**src/logic/lfrx_irq_defs.vh**
```
// Purpose: Constants for the receiver interrupt and status block.
// Assumes: One 125 MHz clock; 32-bit classic Wishbone register port.
// Notes:   Offsets are byte addresses of aligned 32-bit words.
`ifndef LFRX_IRQ_DEFS_VH
`define LFRX_IRQ_DEFS_VH

// ---------------------------------------------------------------------
// Register map
// ---------------------------------------------------------------------
`define ADDR_W              4
`define OFS_IRQ_CONTROL     4'h0
`define OFS_STATUS_FLAGS    4'h4
`define OFS_RX_BYTE         4'h8
`define OFS_RAW_DETECTOR    4'hC

// ---------------------------------------------------------------------
// Control register fields and reset value
// ---------------------------------------------------------------------
`define CTL_DR_IE           7
`define CTL_ER_IE           6
`define CTL_CD_IE           5
`define CTL_ID_IE           4
`define CTL_DECODE_EN       3
`define CTL_VALID_EN        2
`define CTL_TMO_HI          1
`define CTL_TMO_LO          0
`define CTL_RESET           8'h0C

// ---------------------------------------------------------------------
// Status register fields
// ---------------------------------------------------------------------
`define ST_DR               7
`define ST_ER               6
`define ST_CD               5
`define ST_ID               4
`define ST_OVF              3
`define ST_EOM              2
`define ST_SNIFF            1
`define ST_ACK              0

// ---------------------------------------------------------------------
// Event toggle lanes coming from the receiver clock domain
// ---------------------------------------------------------------------
`define EV_W                7
`define EV_BYTE             0
`define EV_ERR              1
`define EV_CVALID           2
`define EV_CLOST            3
`define EV_ID               4
`define EV_EOM              5
`define EV_SYNC             6

// ---------------------------------------------------------------------
// Timing
// ---------------------------------------------------------------------
`define CLK_PERIOD_NS       8
`define MS_NS               1000000
`define TMO_OFF             2'h0
`define TMO_SHORT           2'h1
`define TMO_MID             2'h2
`define TMO_LONG            2'h3
`define TMO_SHORT_MS        8'h08
`define TMO_MID_MS          8'h18
`define TMO_LONG_MS         8'h30

`endif

```
**src/logic/cdc_sync_bus.v**
```verilog
// Purpose: Two-flop synchroniser for a group of asynchronous lines.
// Assumes: Each line is a level or a toggle owned by another domain.
// Notes:   Change pulses are taken only from the second flop onward.
`timescale 1ns/10ps

module cdc_sync_bus #(
	parameter W = 1
) (
	input  wire         clk_i,
	input  wire         rst_i,
	input  wire [W-1:0] d_i,
	output wire [W-1:0] q_o,
	output wire [W-1:0] chg_o
);

	reg [W-1:0] meta_ff;
	reg [W-1:0] sync_ff;
	reg [W-1:0] prev_ff;

	// These flops keep shifting while reset is held, so a toggle line
	// that rests high is not taken for a fresh event after release.
	// Reset must therefore be held for at least three clocks.
	always @(posedge clk_i) begin
		meta_ff <= d_i;
		sync_ff <= meta_ff;
		prev_ff <= sync_ff;
	end

	assign q_o   = sync_ff;
	// Change pulses are masked while reset is held.
	assign chg_o = (sync_ff ^ prev_ff) & {W{~rst_i}};

endmodule

```
**src/logic/lfrx_irq_status.v**
```verilog
// Purpose: Interrupt enables, status flags and decode controls of the
//          low-frequency wake-up receiver, on a classic Wishbone port.
// Assumes: Receiver events arrive as toggles from the receiver clock.
// Notes:   Mode, page and carrier count inputs are same-clock signals.
//
// Summary of operation
// - Data-ready enable gates byte-ready flag to irq.
// - Error enable gates receive-error flag to irq.
// - Carrier enable ignored in data mode unless undecoded.
// - ID enable gates ID-match flag to irq.
// - No global mask; only local enables gate.
// - Reset clears four enables; all are read/write.
// - Decode off: no data, error, ID flags.
// - Decode off: poll raw bit; reset sets decode.
// - Validation enable switches carrier validation; reset one.
// - Timeout select: none, 8, 24, 48 ms.
// - Byte flag: ack write, byte read, reset clear.
// - Error flag on bad bit, data mode only.
// - Error flag read-only; ack write or reset clear.
// - Carrier flag after count validations, not toggle mode.
// - Carrier flag read-only; ack write or reset clear.
// - Status reachable only with page select zero.
// - Ack write clears six flags; reads zero.
// - ID flag in data mode, even without data.
// - Mode select zero means data receive mode.
`timescale 1ns/10ps

`include "lfrx_irq_defs.vh"

module lfrx_irq_status #(
	parameter CC_W      = 4,
	parameter MS_CYCLES = `MS_NS / `CLK_PERIOD_NS
) (
	input  wire              clk_i,
	input  wire              rst_i,
	input  wire              wb_cyc_i,
	input  wire              wb_stb_i,
	input  wire              wb_we_i,
	input  wire [3:0]        wb_sel_i,
	input  wire [`ADDR_W-1:0] wb_adr_i,
	input  wire [31:0]       wb_dat_i,
	output wire [31:0]       wb_dat_o,
	output wire              wb_ack_o,
	input  wire [`EV_W-1:0]  rx_event_tgl_i,
	input  wire [7:0]        rx_byte_i,
	input  wire              raw_detector_output_i,
	input  wire              sync_search_active_i,
	input  wire              carrier_mode_select_i,
	input  wire              toggle_mode_i,
	input  wire              register_page_select_i,
	input  wire [CC_W-1:0]   carrier_count_setting_i,
	output wire              irq_o,
	output wire              digital_decode_enable_o,
	output wire              carrier_validation_enable_o,
	output wire [1:0]        sync_search_timeout_sel_o,
	output wire              low_power_sniff_o,
	output wire              receiver_off_o
);

	// -----------------------------------------------------------------
	// Synchronisers for everything owned by the receiver clock
	// -----------------------------------------------------------------
	wire [`EV_W-1:0] ev_pulse;
	wire [7:0]       byte_sync;
	wire [1:0]       lvl_sync;

	cdc_sync_bus #(.W(`EV_W)) u_sync_ev (
		.clk_i (clk_i),
		.rst_i (rst_i),
		.d_i   (rx_event_tgl_i),
		.q_o   (),
		.chg_o (ev_pulse)
	);

	// The byte is stable well before its toggle arrives, so its
	// synchronised copy has settled when the event pulse is seen.
	cdc_sync_bus #(.W(8)) u_sync_byte (
		.clk_i (clk_i),
		.rst_i (rst_i),
		.d_i   (rx_byte_i),
		.q_o   (byte_sync),
		.chg_o ()
	);

	cdc_sync_bus #(.W(2)) u_sync_lvl (
		.clk_i (clk_i),
		.rst_i (rst_i),
		.d_i   ({sync_search_active_i, raw_detector_output_i}),
		.q_o   (lvl_sync),
		.chg_o ()
	);

	wire raw_level     = lvl_sync[0];
	wire search_active = lvl_sync[1];

	// -----------------------------------------------------------------
	// Registers
	// -----------------------------------------------------------------
	reg [7:0]      ctl_ff;
	reg            dr_ff;
	reg            er_ff;
	reg            cd_ff;
	reg            id_ff;
	reg            ovf_ff;
	reg            eom_ff;
	reg            sniff_ff;
	reg [7:0]      rx_byte_ff;
	reg [CC_W-1:0] cvalid_cnt_ff;
	reg            ack_ff;
	reg [31:0]     rdat_ff;
	reg            irq_ff;
	reg [16:0]     ms_div_ff;
	reg            ms_tick_ff;
	reg [7:0]      tmo_left_ff;
	reg            tmo_run_ff;
	reg            search_prev_ff;
	reg            rx_off_ff;

	// Bus access is acted on once, in the cycle before ack rises.
	// The ack is registered, so every access is answered one cycle
	// after it is taken; masking with ack_ff keeps a strobe that is
	// held on from acting twice. Refused accesses are still answered.
	wire bus_req   = wb_cyc_i & wb_stb_i & ~ack_ff;
	wire bus_wr    = bus_req & wb_we_i & wb_sel_i[0];
	wire bus_rd    = bus_req & ~wb_we_i;
	wire page_zero = ~register_page_select_i;

	wire data_mode  = (carrier_mode_select_i == 1'b0);
	wire decode_on  = ctl_ff[`CTL_DECODE_EN];
	wire decode_ok  = decode_on & data_mode;

	wire ctl_wr = bus_wr & (wb_adr_i == `OFS_IRQ_CONTROL);
	wire st_wr  = bus_wr & page_zero & (wb_adr_i == `OFS_STATUS_FLAGS);
	wire ack_wr = st_wr & wb_dat_i[`ST_ACK];
	wire byte_rd = bus_rd & page_zero & (wb_adr_i == `OFS_RX_BYTE);

	// -----------------------------------------------------------------
	// Flag set terms
	// -----------------------------------------------------------------
	wire set_dr  = ev_pulse[`EV_BYTE] & decode_ok;
	wire set_er  = ev_pulse[`EV_ERR] & decode_ok;
	wire set_id  = ev_pulse[`EV_ID] & decode_ok;
	wire set_ovf = set_dr & dr_ff;
	wire set_eom = ev_pulse[`EV_EOM] & decode_ok;

	// Outside toggle mode, carrier counting runs in carrier mode, or when undecoded data
	// mode hands carrier detection back to software.
	wire cd_mode = (~data_mode | ~decode_on) & ~toggle_mode_i;
	wire cvalid  = ev_pulse[`EV_CVALID] & ctl_ff[`CTL_VALID_EN];
	// A count setting of zero is reached only when the counter wraps,
	// so software should program a count of one or more.
	wire [CC_W-1:0] cvalid_nxt = cvalid_cnt_ff + {{(CC_W-1){1'b0}}, 1'b1};
	wire set_cd  = cd_mode & cvalid & (cvalid_nxt == carrier_count_setting_i);

	// -----------------------------------------------------------------
	// Control register
	// -----------------------------------------------------------------
	// Decode and validation come out of reset enabled, so the receiver
	// works before software has touched this register.
	always @(posedge clk_i) begin
		if (rst_i) begin
			ctl_ff <= `CTL_RESET;
		end else if (ctl_wr) begin
			ctl_ff <= wb_dat_i[7:0];
		end
	end

	// -----------------------------------------------------------------
	// Status flags; a set in the clearing cycle wins
	// -----------------------------------------------------------------
	// One acknowledge write clears all six flags; a zero in that bit
	// leaves them alone. The sniff bit is plain read/write storage.
	always @(posedge clk_i) begin
		if (rst_i) begin
			dr_ff    <= 1'b0;
			er_ff    <= 1'b0;
			cd_ff    <= 1'b0;
			id_ff    <= 1'b0;
			ovf_ff   <= 1'b0;
			eom_ff   <= 1'b0;
			sniff_ff <= 1'b1;
		end else begin
			dr_ff  <= set_dr | (dr_ff & ~ack_wr & ~byte_rd);
			er_ff  <= set_er | (er_ff & ~ack_wr);
			cd_ff  <= set_cd | (cd_ff & ~ack_wr);
			id_ff  <= set_id | (id_ff & ~ack_wr);
			ovf_ff <= set_ovf | (ovf_ff & ~ack_wr);
			eom_ff <= set_eom | (eom_ff & ~ack_wr);
			if (st_wr) begin
				sniff_ff <= wb_dat_i[`ST_SNIFF];
			end
		end
	end

	// -----------------------------------------------------------------
	// Received byte and carrier validation count
	// -----------------------------------------------------------------
	always @(posedge clk_i) begin
		if (rst_i) begin
			rx_byte_ff    <= 8'h00;
			cvalid_cnt_ff <= {CC_W{1'b0}};
		end else begin
			if (set_dr) begin
				rx_byte_ff <= byte_sync;
			end
			// A lost carrier breaks the run of consecutive validations.
			if (ev_pulse[`EV_CLOST] | ~cd_mode | set_cd) begin
				cvalid_cnt_ff <= {CC_W{1'b0}};
			end else if (cvalid) begin
				cvalid_cnt_ff <= cvalid_nxt;
			end
		end
	end

	// -----------------------------------------------------------------
	// SYNC search timeout, counted in milliseconds
	// -----------------------------------------------------------------
	function [7:0] tmo_ms;
		input [1:0] sel;
		begin
			case (sel)
			`TMO_SHORT: tmo_ms = `TMO_SHORT_MS;
			`TMO_MID:   tmo_ms = `TMO_MID_MS;
			`TMO_LONG:  tmo_ms = `TMO_LONG_MS;
			default:    tmo_ms = 8'h00;
			endcase
		end
	endfunction

	wire [1:0] tmo_sel     = ctl_ff[`CTL_TMO_HI:`CTL_TMO_LO];
	wire       search_rise = search_active & ~search_prev_ff;

	// The millisecond tick stands in for the receiver oscillator, so
	// the search period is nominal to within one tick.
	always @(posedge clk_i) begin
		if (rst_i) begin
			ms_div_ff  <= 17'h00000;
			ms_tick_ff <= 1'b0;
		end else if (ms_div_ff == MS_CYCLES[16:0] - 17'h00001) begin
			ms_div_ff  <= 17'h00000;
			ms_tick_ff <= 1'b1;
		end else begin
			ms_div_ff  <= ms_div_ff + 17'h00001;
			ms_tick_ff <= 1'b0;
		end
	end

	// Leaving the search clears the off request, so the next search
	// starts with the receiver switched on.
	always @(posedge clk_i) begin
		if (rst_i) begin
			search_prev_ff <= 1'b0;
			tmo_left_ff    <= 8'h00;
			tmo_run_ff     <= 1'b0;
			rx_off_ff      <= 1'b0;
		end else begin
			search_prev_ff <= search_active;
			if (search_rise) begin
				tmo_left_ff <= tmo_ms(tmo_sel);
				tmo_run_ff  <= data_mode & (tmo_sel != `TMO_OFF);
				rx_off_ff   <= 1'b0;
			end else if (ev_pulse[`EV_SYNC] | ~search_active) begin
				tmo_run_ff <= 1'b0;
				if (~search_active) begin
					rx_off_ff <= 1'b0;
				end
			end else if (tmo_run_ff & ms_tick_ff) begin
				if (tmo_left_ff == 8'h01) begin
					tmo_run_ff <= 1'b0;
					rx_off_ff  <= 1'b1;
				end
				tmo_left_ff <= tmo_left_ff - 8'h01;
			end
		end
	end

	// -----------------------------------------------------------------
	// Interrupt request
	// -----------------------------------------------------------------
	// There is no global mask: only the local enables gate the request,
	// which stays high until every enabled flag has been cleared.
	wire cd_ie_eff = ctl_ff[`CTL_CD_IE] & (~data_mode | ~decode_on);
	wire irq_nxt = (dr_ff & ctl_ff[`CTL_DR_IE])
	             | (er_ff & ctl_ff[`CTL_ER_IE])
	             | (cd_ff & cd_ie_eff)
	             | (id_ff & ctl_ff[`CTL_ID_IE]);

	always @(posedge clk_i) begin
		if (rst_i) begin
			irq_ff <= 1'b0;
		end else begin
			irq_ff <= irq_nxt;
		end
	end

	// -----------------------------------------------------------------
	// Wishbone read data and acknowledge
	// -----------------------------------------------------------------
	// A read of the byte register also clears the byte-ready flag, which
	// is why the read strobe is taken only once per access.
	wire [7:0] status_rd = {dr_ff, er_ff, cd_ff, id_ff,
	                        ovf_ff, eom_ff, sniff_ff, 1'b0};
	reg  [7:0] rd_mux;

	always @* begin
		rd_mux = 8'h00;
		case (wb_adr_i)
		`OFS_IRQ_CONTROL:  rd_mux = ctl_ff;
		`OFS_STATUS_FLAGS: rd_mux = page_zero ? status_rd : 8'h00;
		`OFS_RX_BYTE:      rd_mux = page_zero ? rx_byte_ff : 8'h00;
		`OFS_RAW_DETECTOR: rd_mux = {7'h00, raw_level};
		default:           rd_mux = 8'h00;
		endcase
	end

	always @(posedge clk_i) begin
		if (rst_i) begin
			ack_ff  <= 1'b0;
			rdat_ff <= 32'h00000000;
		end else begin
			ack_ff <= bus_req;
			if (bus_rd) begin
				rdat_ff <= {24'h000000, rd_mux};
			end
		end
	end

	// -----------------------------------------------------------------
	// Outputs
	// -----------------------------------------------------------------
	assign wb_dat_o                    = rdat_ff;
	assign wb_ack_o                    = ack_ff;
	assign irq_o                       = irq_ff;
	assign digital_decode_enable_o     = ctl_ff[`CTL_DECODE_EN];
	assign carrier_validation_enable_o = ctl_ff[`CTL_VALID_EN];
	assign sync_search_timeout_sel_o   = ctl_ff[`CTL_TMO_HI:`CTL_TMO_LO];
	assign low_power_sniff_o           = sniff_ff;
	assign receiver_off_o              = rx_off_ff;

endmodule

```
**config.mk**
```make
export PLATFORM = sky130hd
export DESIGN_NAME = lfrx_irq_status
export DESIGN_NICKNAME = d
export VERILOG_FILES = /design/src/logic/cdc_sync_bus.v /design/src/logic/lfrx_irq_status.v
export VERILOG_INCLUDE_DIRS = /design/src /design/src/logic
export SDC_FILE = /design/constraint.sdc
export NUM_CORES = 1
export LEC_CHECK = 0
export BUFFER_PORTS_ARGS = -buffer_cell sky130_fd_sc_hd__buf_2
export CAP_MARGIN = 20
export CORE_MARGIN = 5
export CORE_UTILIZATION = 28
export CTS_CLUSTER_DIAMETER = 100
export DETAILED_ROUTE_END_ITERATION = 10
export GPL_ROUTABILITY_DRIVEN = 0
export REMOVE_ABC_BUFFERS = 1
export SYNTH_ARGS = -nofsm -noshare
export SYNTH_HDL_FRONTEND = slang
export SYNTH_SLANG_ARGS = --single-unit
```
**constraint.sdc**
```tcl
create_clock -name clk_i -period 5.3 [get_ports clk_i]
set_input_delay 0 -clock clk_i [delete_from_list [all_inputs] [get_ports clk_i]]
set_output_delay 0 -clock clk_i [all_outputs]
set_load 0.02 [all_outputs]
```
==> impl_metrics.json, run 1 <==
{
  "clk_pin_slew_ns": 0.08,
  "fp.dieW_microns": 132,
  "syn_area_per_cell_sq_um": 9.93,
  "dieArea_sq_um": 17500,
  "core_area_sq_um": 14600,
  "fin_worst_skew_ns": 0.00741,
  "power_density_nw_per_um2": 316,
  "fin_crit_sh": 0.372,
  "diodes": 0,
  "antenna_found_initial": 0,
  "syn2layout_area_growth_pct": 22.2,
  "crit_path_start_kind": "flop",
  "arrival_ns": 2.19,
  "rsz0062_at_grt": "false",
  "final_common_cell": "dfxtp_1",
  "ys_ff_latch": 107,
  "yosys-top-cells-area": "dfxtp_1 (51%), buf_4 (4.9%), xnor2_1 (3.6%), nand2_1 (3.2%), xor2_1 (2.7%)",
  "drtIter0Drc": 145,
  "firstDrtPassIters": 4,
  "hold_class": "input pin to flop",
  "grt_pass1_wl_microns": 15500,
  "netlist_area_sq_um": 4180,
  "clkSinkCount": 107,
  "cts_buffer_depth": 2,
  "slew_headroom": 0.396,
  "seq_area_frac_synth": 0.513,
  "cts_root_buf": "clkbuf_16",
  "grtUsageTotal": 0.108,
  "cts.hold.buffers_added": 29,
  "num_vias": 3142,
  "syn_inst": 421,
  "fin_cells": 691,
  "rows": 44,
  "initial_core_util": 0.286,
  "synth-edff-count": 0,
  "post-synth-top-area-cell": "dfxtp_1",
  "portBuffers": 57,
  "setup.worst_path.class": "flop to flop",
  "min_period_ns": 1.97,
  "setup_viol": 0,
  "synthDistinctLibCells": 60,
  "synthFlopType": "dfxtp_1",
  "outcome": "finished, final reports clean",
  "ant_nets": 0,
  "wl_per_cell_microns": 13.5,
  "first_global_vias": 3087,
  "worstPathRequired_ns": 5.51,
  "p_leak_nw": 2.02,
  "drc": 0,
  "end_kind": "flop",
  "ios": 109,
  "tns_ns": 0,
  "ir_drop_mv": 0.170,
  "cts_tree": "built",
  "viasPerCell": 4.55,
  "grt_overflow": 0,
  "worst_pin_slew_ns": 0.899,
  "cts_resized": 0,
  "finalHoldViolCount": 0,
  "dp_hpwl_microns": 6600,
  "routed_wl_microns": 9300,
  "fin_area_sq_um": 5110,
  "layout_common_cells": "dfxtp_1 (107), buf_2 (57), nand2_1 (36)",
  "nets": 578,
  "grt_max_degree": 34,
  "ys_warn_count": 0,
  "drv_slew": 0,
  "clk_latency_ns": 0.35,
  "cts_setup_buffers": 0,
  "max_cap_viol_count": 0,
  "place_inst": 646,
  "async_flop_share": 0,
  "worst-path-max-fanout": 16,
  "htree_levels": 3,
  "placed_cell_area_sq_um": 4530,
  "numCtsBuffers": 9,
  "drive_gt1_frac": 0.181,
  "fmax_mhz": 507,
  "die_h_microns": 132,
  "netlist.area_leader.share": 0.513
}
-- sequential cells by signal (all words and copies together) (netlist names), 4 cells and up --
signal and count:
cvalid_cnt_ff 4, u_sync_ev.q_o 7, u_sync_ev.meta_ff 7, wb_dat_o 8, tmo_left_ff 8, ms_div_ff 17
rx_byte_ff 8, u_sync_byte.meta_ff 8, u_sync_ev.prev_ff 7, u_sync_byte.q_o 8, ctl_ff 8
-- path summary, 6_finish.rpt --
kind                        startpoint          endpoint  slack, ns  cells after the start
setup reg to reg          ms_div_ff[0]     ms_div_ff[11]       3.33                      5
hold / removal                   rst_i         ctl_ff[4]       0.17                      2
setup / recovery          ms_div_ff[0]     ms_div_ff[11]       3.33                      5
hold reg to reg   u_sync_ev.meta_ff[2]  u_sync_ev.q_o[2]       0.33                      0
-- Yosys cell counts, drive strengths merged (9+ instances only) --
cell	number
nand3	17
inv	10
nor2	29
o21ai	9
a21oi	17
nand2	37
buf	30
xor2	13
xnor2	18
mux2i	9
dfxtp	107
clkbuf	10
o211ai	9
nor4	10
-- critical path: stages (launching register included) --
cell and delay [ns]:
dfxtp_1 0.39, ha_1 0.26, nand2_2 0.12, or3_4 0.38
o31ai_4 0.56, nor2_1 0.13
-- power by group --
group	switching, mW	leakage (nW)	total (mW)	internal, mW
registers	0.0171	0.882	0.850	0.833
clock network	0.316	0.139	0.644	0.328
logic	0.0685	1.00	0.118	0.0497
-- cells by family (layout without fill, tap and decap cells) --
group | after synthesis | count (layout) | share of synthesized area
and+or+nand+nor | 143 | 143 | 0.182
DFF | 107 | 107 | 0.513
AOI/OAI and AO/OA | 71 | 71 | 0.122
buffers and inverters | 51 | 114 | 0.0707
xor gates and xnor gates | 31 | 31 | 0.0668
muxes | 10 | 10 | 0.0243
adders and majority gates | 7 | 7 | 0.0210
other | 1 | 24 | 0.000897
-- area by class of cell --
type / count / area [sq um]
Fill cell: 1422 / 9480
Sequential cell: 107 / 2140
Multi-Input combinational cell: 286 / 1830
Timing Repair Buffer: 87 / 583
Tap cell: 184 / 230
Clock buffer: 9 / 225
Clock inverter: 7 / 58.8
Inverter: 11 / 41.3
-- through the flow --
stage / hold slack (ns) / setup slack (ns) / total power, mW / util
CTS: 0.162 / 3.31 / 1.63 / 0.350
detailed placement: 0.104 / 3.23 / 0.969 / 0.311
finish: 0.166 / 3.33 / 1.61 / 0.350
global route: 0.175 / 3.15 / 1.68 / 0.350
global placement: 0.104 / 3.30 / 0.966 / 0.311
floorplan: 0.0277 / 3.52 / 0.928 / -
-- layer usage --
metal	wire [microns]	GRT usage	part of all wire	vias to the layer above
met3	686	0.0378	0.074	13
met4	125	0.0390	0.013	0
met2	4150	0.166	0.45	87
met1	4340	0.141	0.47	1457
met5	0	0	0	-
li1	-	-	-	1585
(Power assumes the default switching activity.)
==> run 2, diff against run 1 <==
==> constraint.sdc (replaced) <==
create_clock -name clk_i -period 1.93 [get_ports clk_i]
set_input_delay 0 -clock clk_i [delete_from_list [all_inputs] [get_ports clk_i]]
set_output_delay 0 -clock clk_i [all_outputs]
set_load 0.02 [all_outputs]
==> run 2 against run 1 <==
Compared with the run above: fmax is 8.0% higher; critical endpoint is now cvalid_cnt_ff[2]; final area is 1.3% higher; first-iteration DRC count is 11% higher; via count is 0.92% higher; largest power group unchanged.
==> impl_metrics.json, run 2 (synthesis results as in run 1) <==
{
  "finalHoldViolCount": 0,
  "hold_class": "input pin to flop",
  "portBuffers": 57,
  "diodes": 0,
  "ir_drop_mv": 0.438,
  "drive_gt1_frac": 0.199,
  "critPathTopFamily": "simple AND/OR/NAND/NOR gates",
  "cts_root_buf": "clkbuf_16",
  "crit_end": "cvalid_cnt_ff[2]",
  "layout_common_cells": "dfxtp_1 (107), buf_2 (57), nand2_1 (36)",
  "grt_pass1_wl_microns": 15500,
  "top_register": "ms_div_ff",
  "end_kind": "flop",
  "clk_latency_ns": 0.35,
  "crit_path_max_incr_delay_ns": 0.41,
  "clkSinkCount": 107,
  "power_density_nw_per_um2": 843,
  "crit_slowest_cell": "dfxtp_1",
  "drc": 0,
  "arrival_ns": 2.08,
  "num_vias": 3171,
  "numCtsBuffers": 9,
  "clk_pin_slew_ns": 0.07,
  "syn2layout_area_growth_pct": 23.9,
  "fp.dieW_microns": 132,
  "worstPathRequired_ns": 2.18,
  "fill_cells": 1437,
  "crit_cells": 5,
  "p_leak_nw": 2.06,
  "crit_path_start_kind": "flop",
  "rows": 44,
  "slew_headroom": 0.608,
  "crit_chain": "ha_1 > xor2_1 > nor4_1 > nand4_1 > and3_1",
  "antenna_found_initial": 0,
  "first_global_vias": 3157,
  "outcome": "finished, final reports clean",
  "die_h_microns": 132,
  "fmax_mhz": 547,
  "cts_tree": "built",
  "dieArea_sq_um": 17500,
  "crit_path_start": "cvalid_cnt_ff[0]",
  "grtUsageTotal": 0.109,
  "crit_buf_inv": 0,
  "drv_slew": 0,
  "setup.worst_path.class": "flop to flop",
  "cts_buffer_depth": 2,
  "r2r_end": "cvalid_cnt_ff[2]",
  "dp_hpwl_microns": 6780,
  "htree_levels": 3,
  "fin_worst_skew_ns": 0.00773,
  "routed_wl_microns": 9310,
  "nets": 588,
  "initial_core_util": 0.286,
  "grt_max_degree": 19,
  "largest_register_ffs": 17,
  "ios": 109,
  "fin_crit_sh": 0.947,
  "cts_setup_buffers": 0,
  "reg2reg_slack_ns": 0.10,
  "r2r-start": "cvalid_cnt_ff[0]",
  "worst-path-max-fanout": 5,
  "worst_pin_slew_ns": 0.587,
  "power.total_mw": 4.37,
  "viasPerCell": 4.52,
  "tns_ns": 0,
  "hold-worst-slack_ns": 0.0241,
  "core_area_sq_um": 14600,
  "firstDrtPassIters": 4,
  "rsz0062_at_grt": "false",
  "max_cap_viol_count": 0,
  "min_period_ns": 1.83,
  "wl_per_cell_microns": 13.3,
  "final_common_cell": "dfxtp_1",
  "grt_overflow": 0,
  "r2r_cells": 5,
  "setup_viol": 0,
  "ant_nets": 0,
  "drtIter0Drc": 161
}
run 2: cell count changes in the layout (fill, tap and decap cells not counted), sizes merged:
cell         before  now
buf              58   70
clkinv            2    3
dlygate4sd3      29   27
clkinvlp          1    2
inv              15   11
clkbuf            9   11
run 2: worst min path at each step:
stage	slack, ns	end	depth (start not counted)	start
2_1_floorplan	0.03	u_sync_byte.meta_ff[0]	0	rx_byte_i[0]
3_3_place_gp	0.10	u_sync_ev.meta_ff[2]	1	rx_event_tgl_i[2]
3_5_place_dp	0.10	u_sync_byte.meta_ff[3]	1	rx_byte_i[3]
4_1_cts	0.005	tmo_run_ff	3	carrier_mode_select_i
5_1_grt	0.02	tmo_run_ff	3	carrier_mode_select_i
6_report	0.02	tmo_run_ff	3	carrier_mode_select_i
run 2: area by class of cell:
class | instances | area, sq um | share of cell area
clock buffers | 11 | 233 | 0.0449
clock inverters | 5 | 37.5 | 0.00725
inverters | 11 | 41.3 | 0.00797
multi-input cells | 286 | 1840 | 0.355
flip-flops and latches | 107 | 2140 | 0.414
well taps | 184 | 230 | 0.0445
repair buffers | 97 | 653 | 0.126
run 2: tightest hold or removal path, cell delays in order:
cell,delay (ns)
buf_2,0.12
o32a_1,0.16
nor2_1,0.04
run 2: per-stage QoR:
step,std cells,utilization,cell area [sq um],setup slack (ns)
6_report,701,0.355,5180,0.102
5_1_grt,701,0.355,5180,0.0602
4_1_cts,701,0.354,5160,0.0623
3_5_place_dp,658,0.317,4620,0.0781
3_3_place_gp,658,0.317,4620,0.136
2_1_floorplan,404,-,4010,0.155
run 2: power by group:
group / total (mW) / switching [mW] / internal (mW)
registers: 2.34 / 0.0489 / 2.29
clock network: 1.69 / 0.805 / 0.880
logic: 0.342 / 0.192 / 0.150
run 2: repair_timing:
item                       CTS  global route
gates resized for setup      0             2
hold buffers                27             0
hold endpoints to repair    27             0
setup endpoints to repair    0             1
run 2: layer usage:
metal | GRT usage | up-vias | routed length, microns
li1 | - | 1606 | -
met1 | 0.140 | 1456 | 4440
met2 | 0.163 | 92 | 4010
met3 | 0.0351 | 17 | 627
met4 | 0.0543 | 0 | 241
met5 | 0 | - | 0
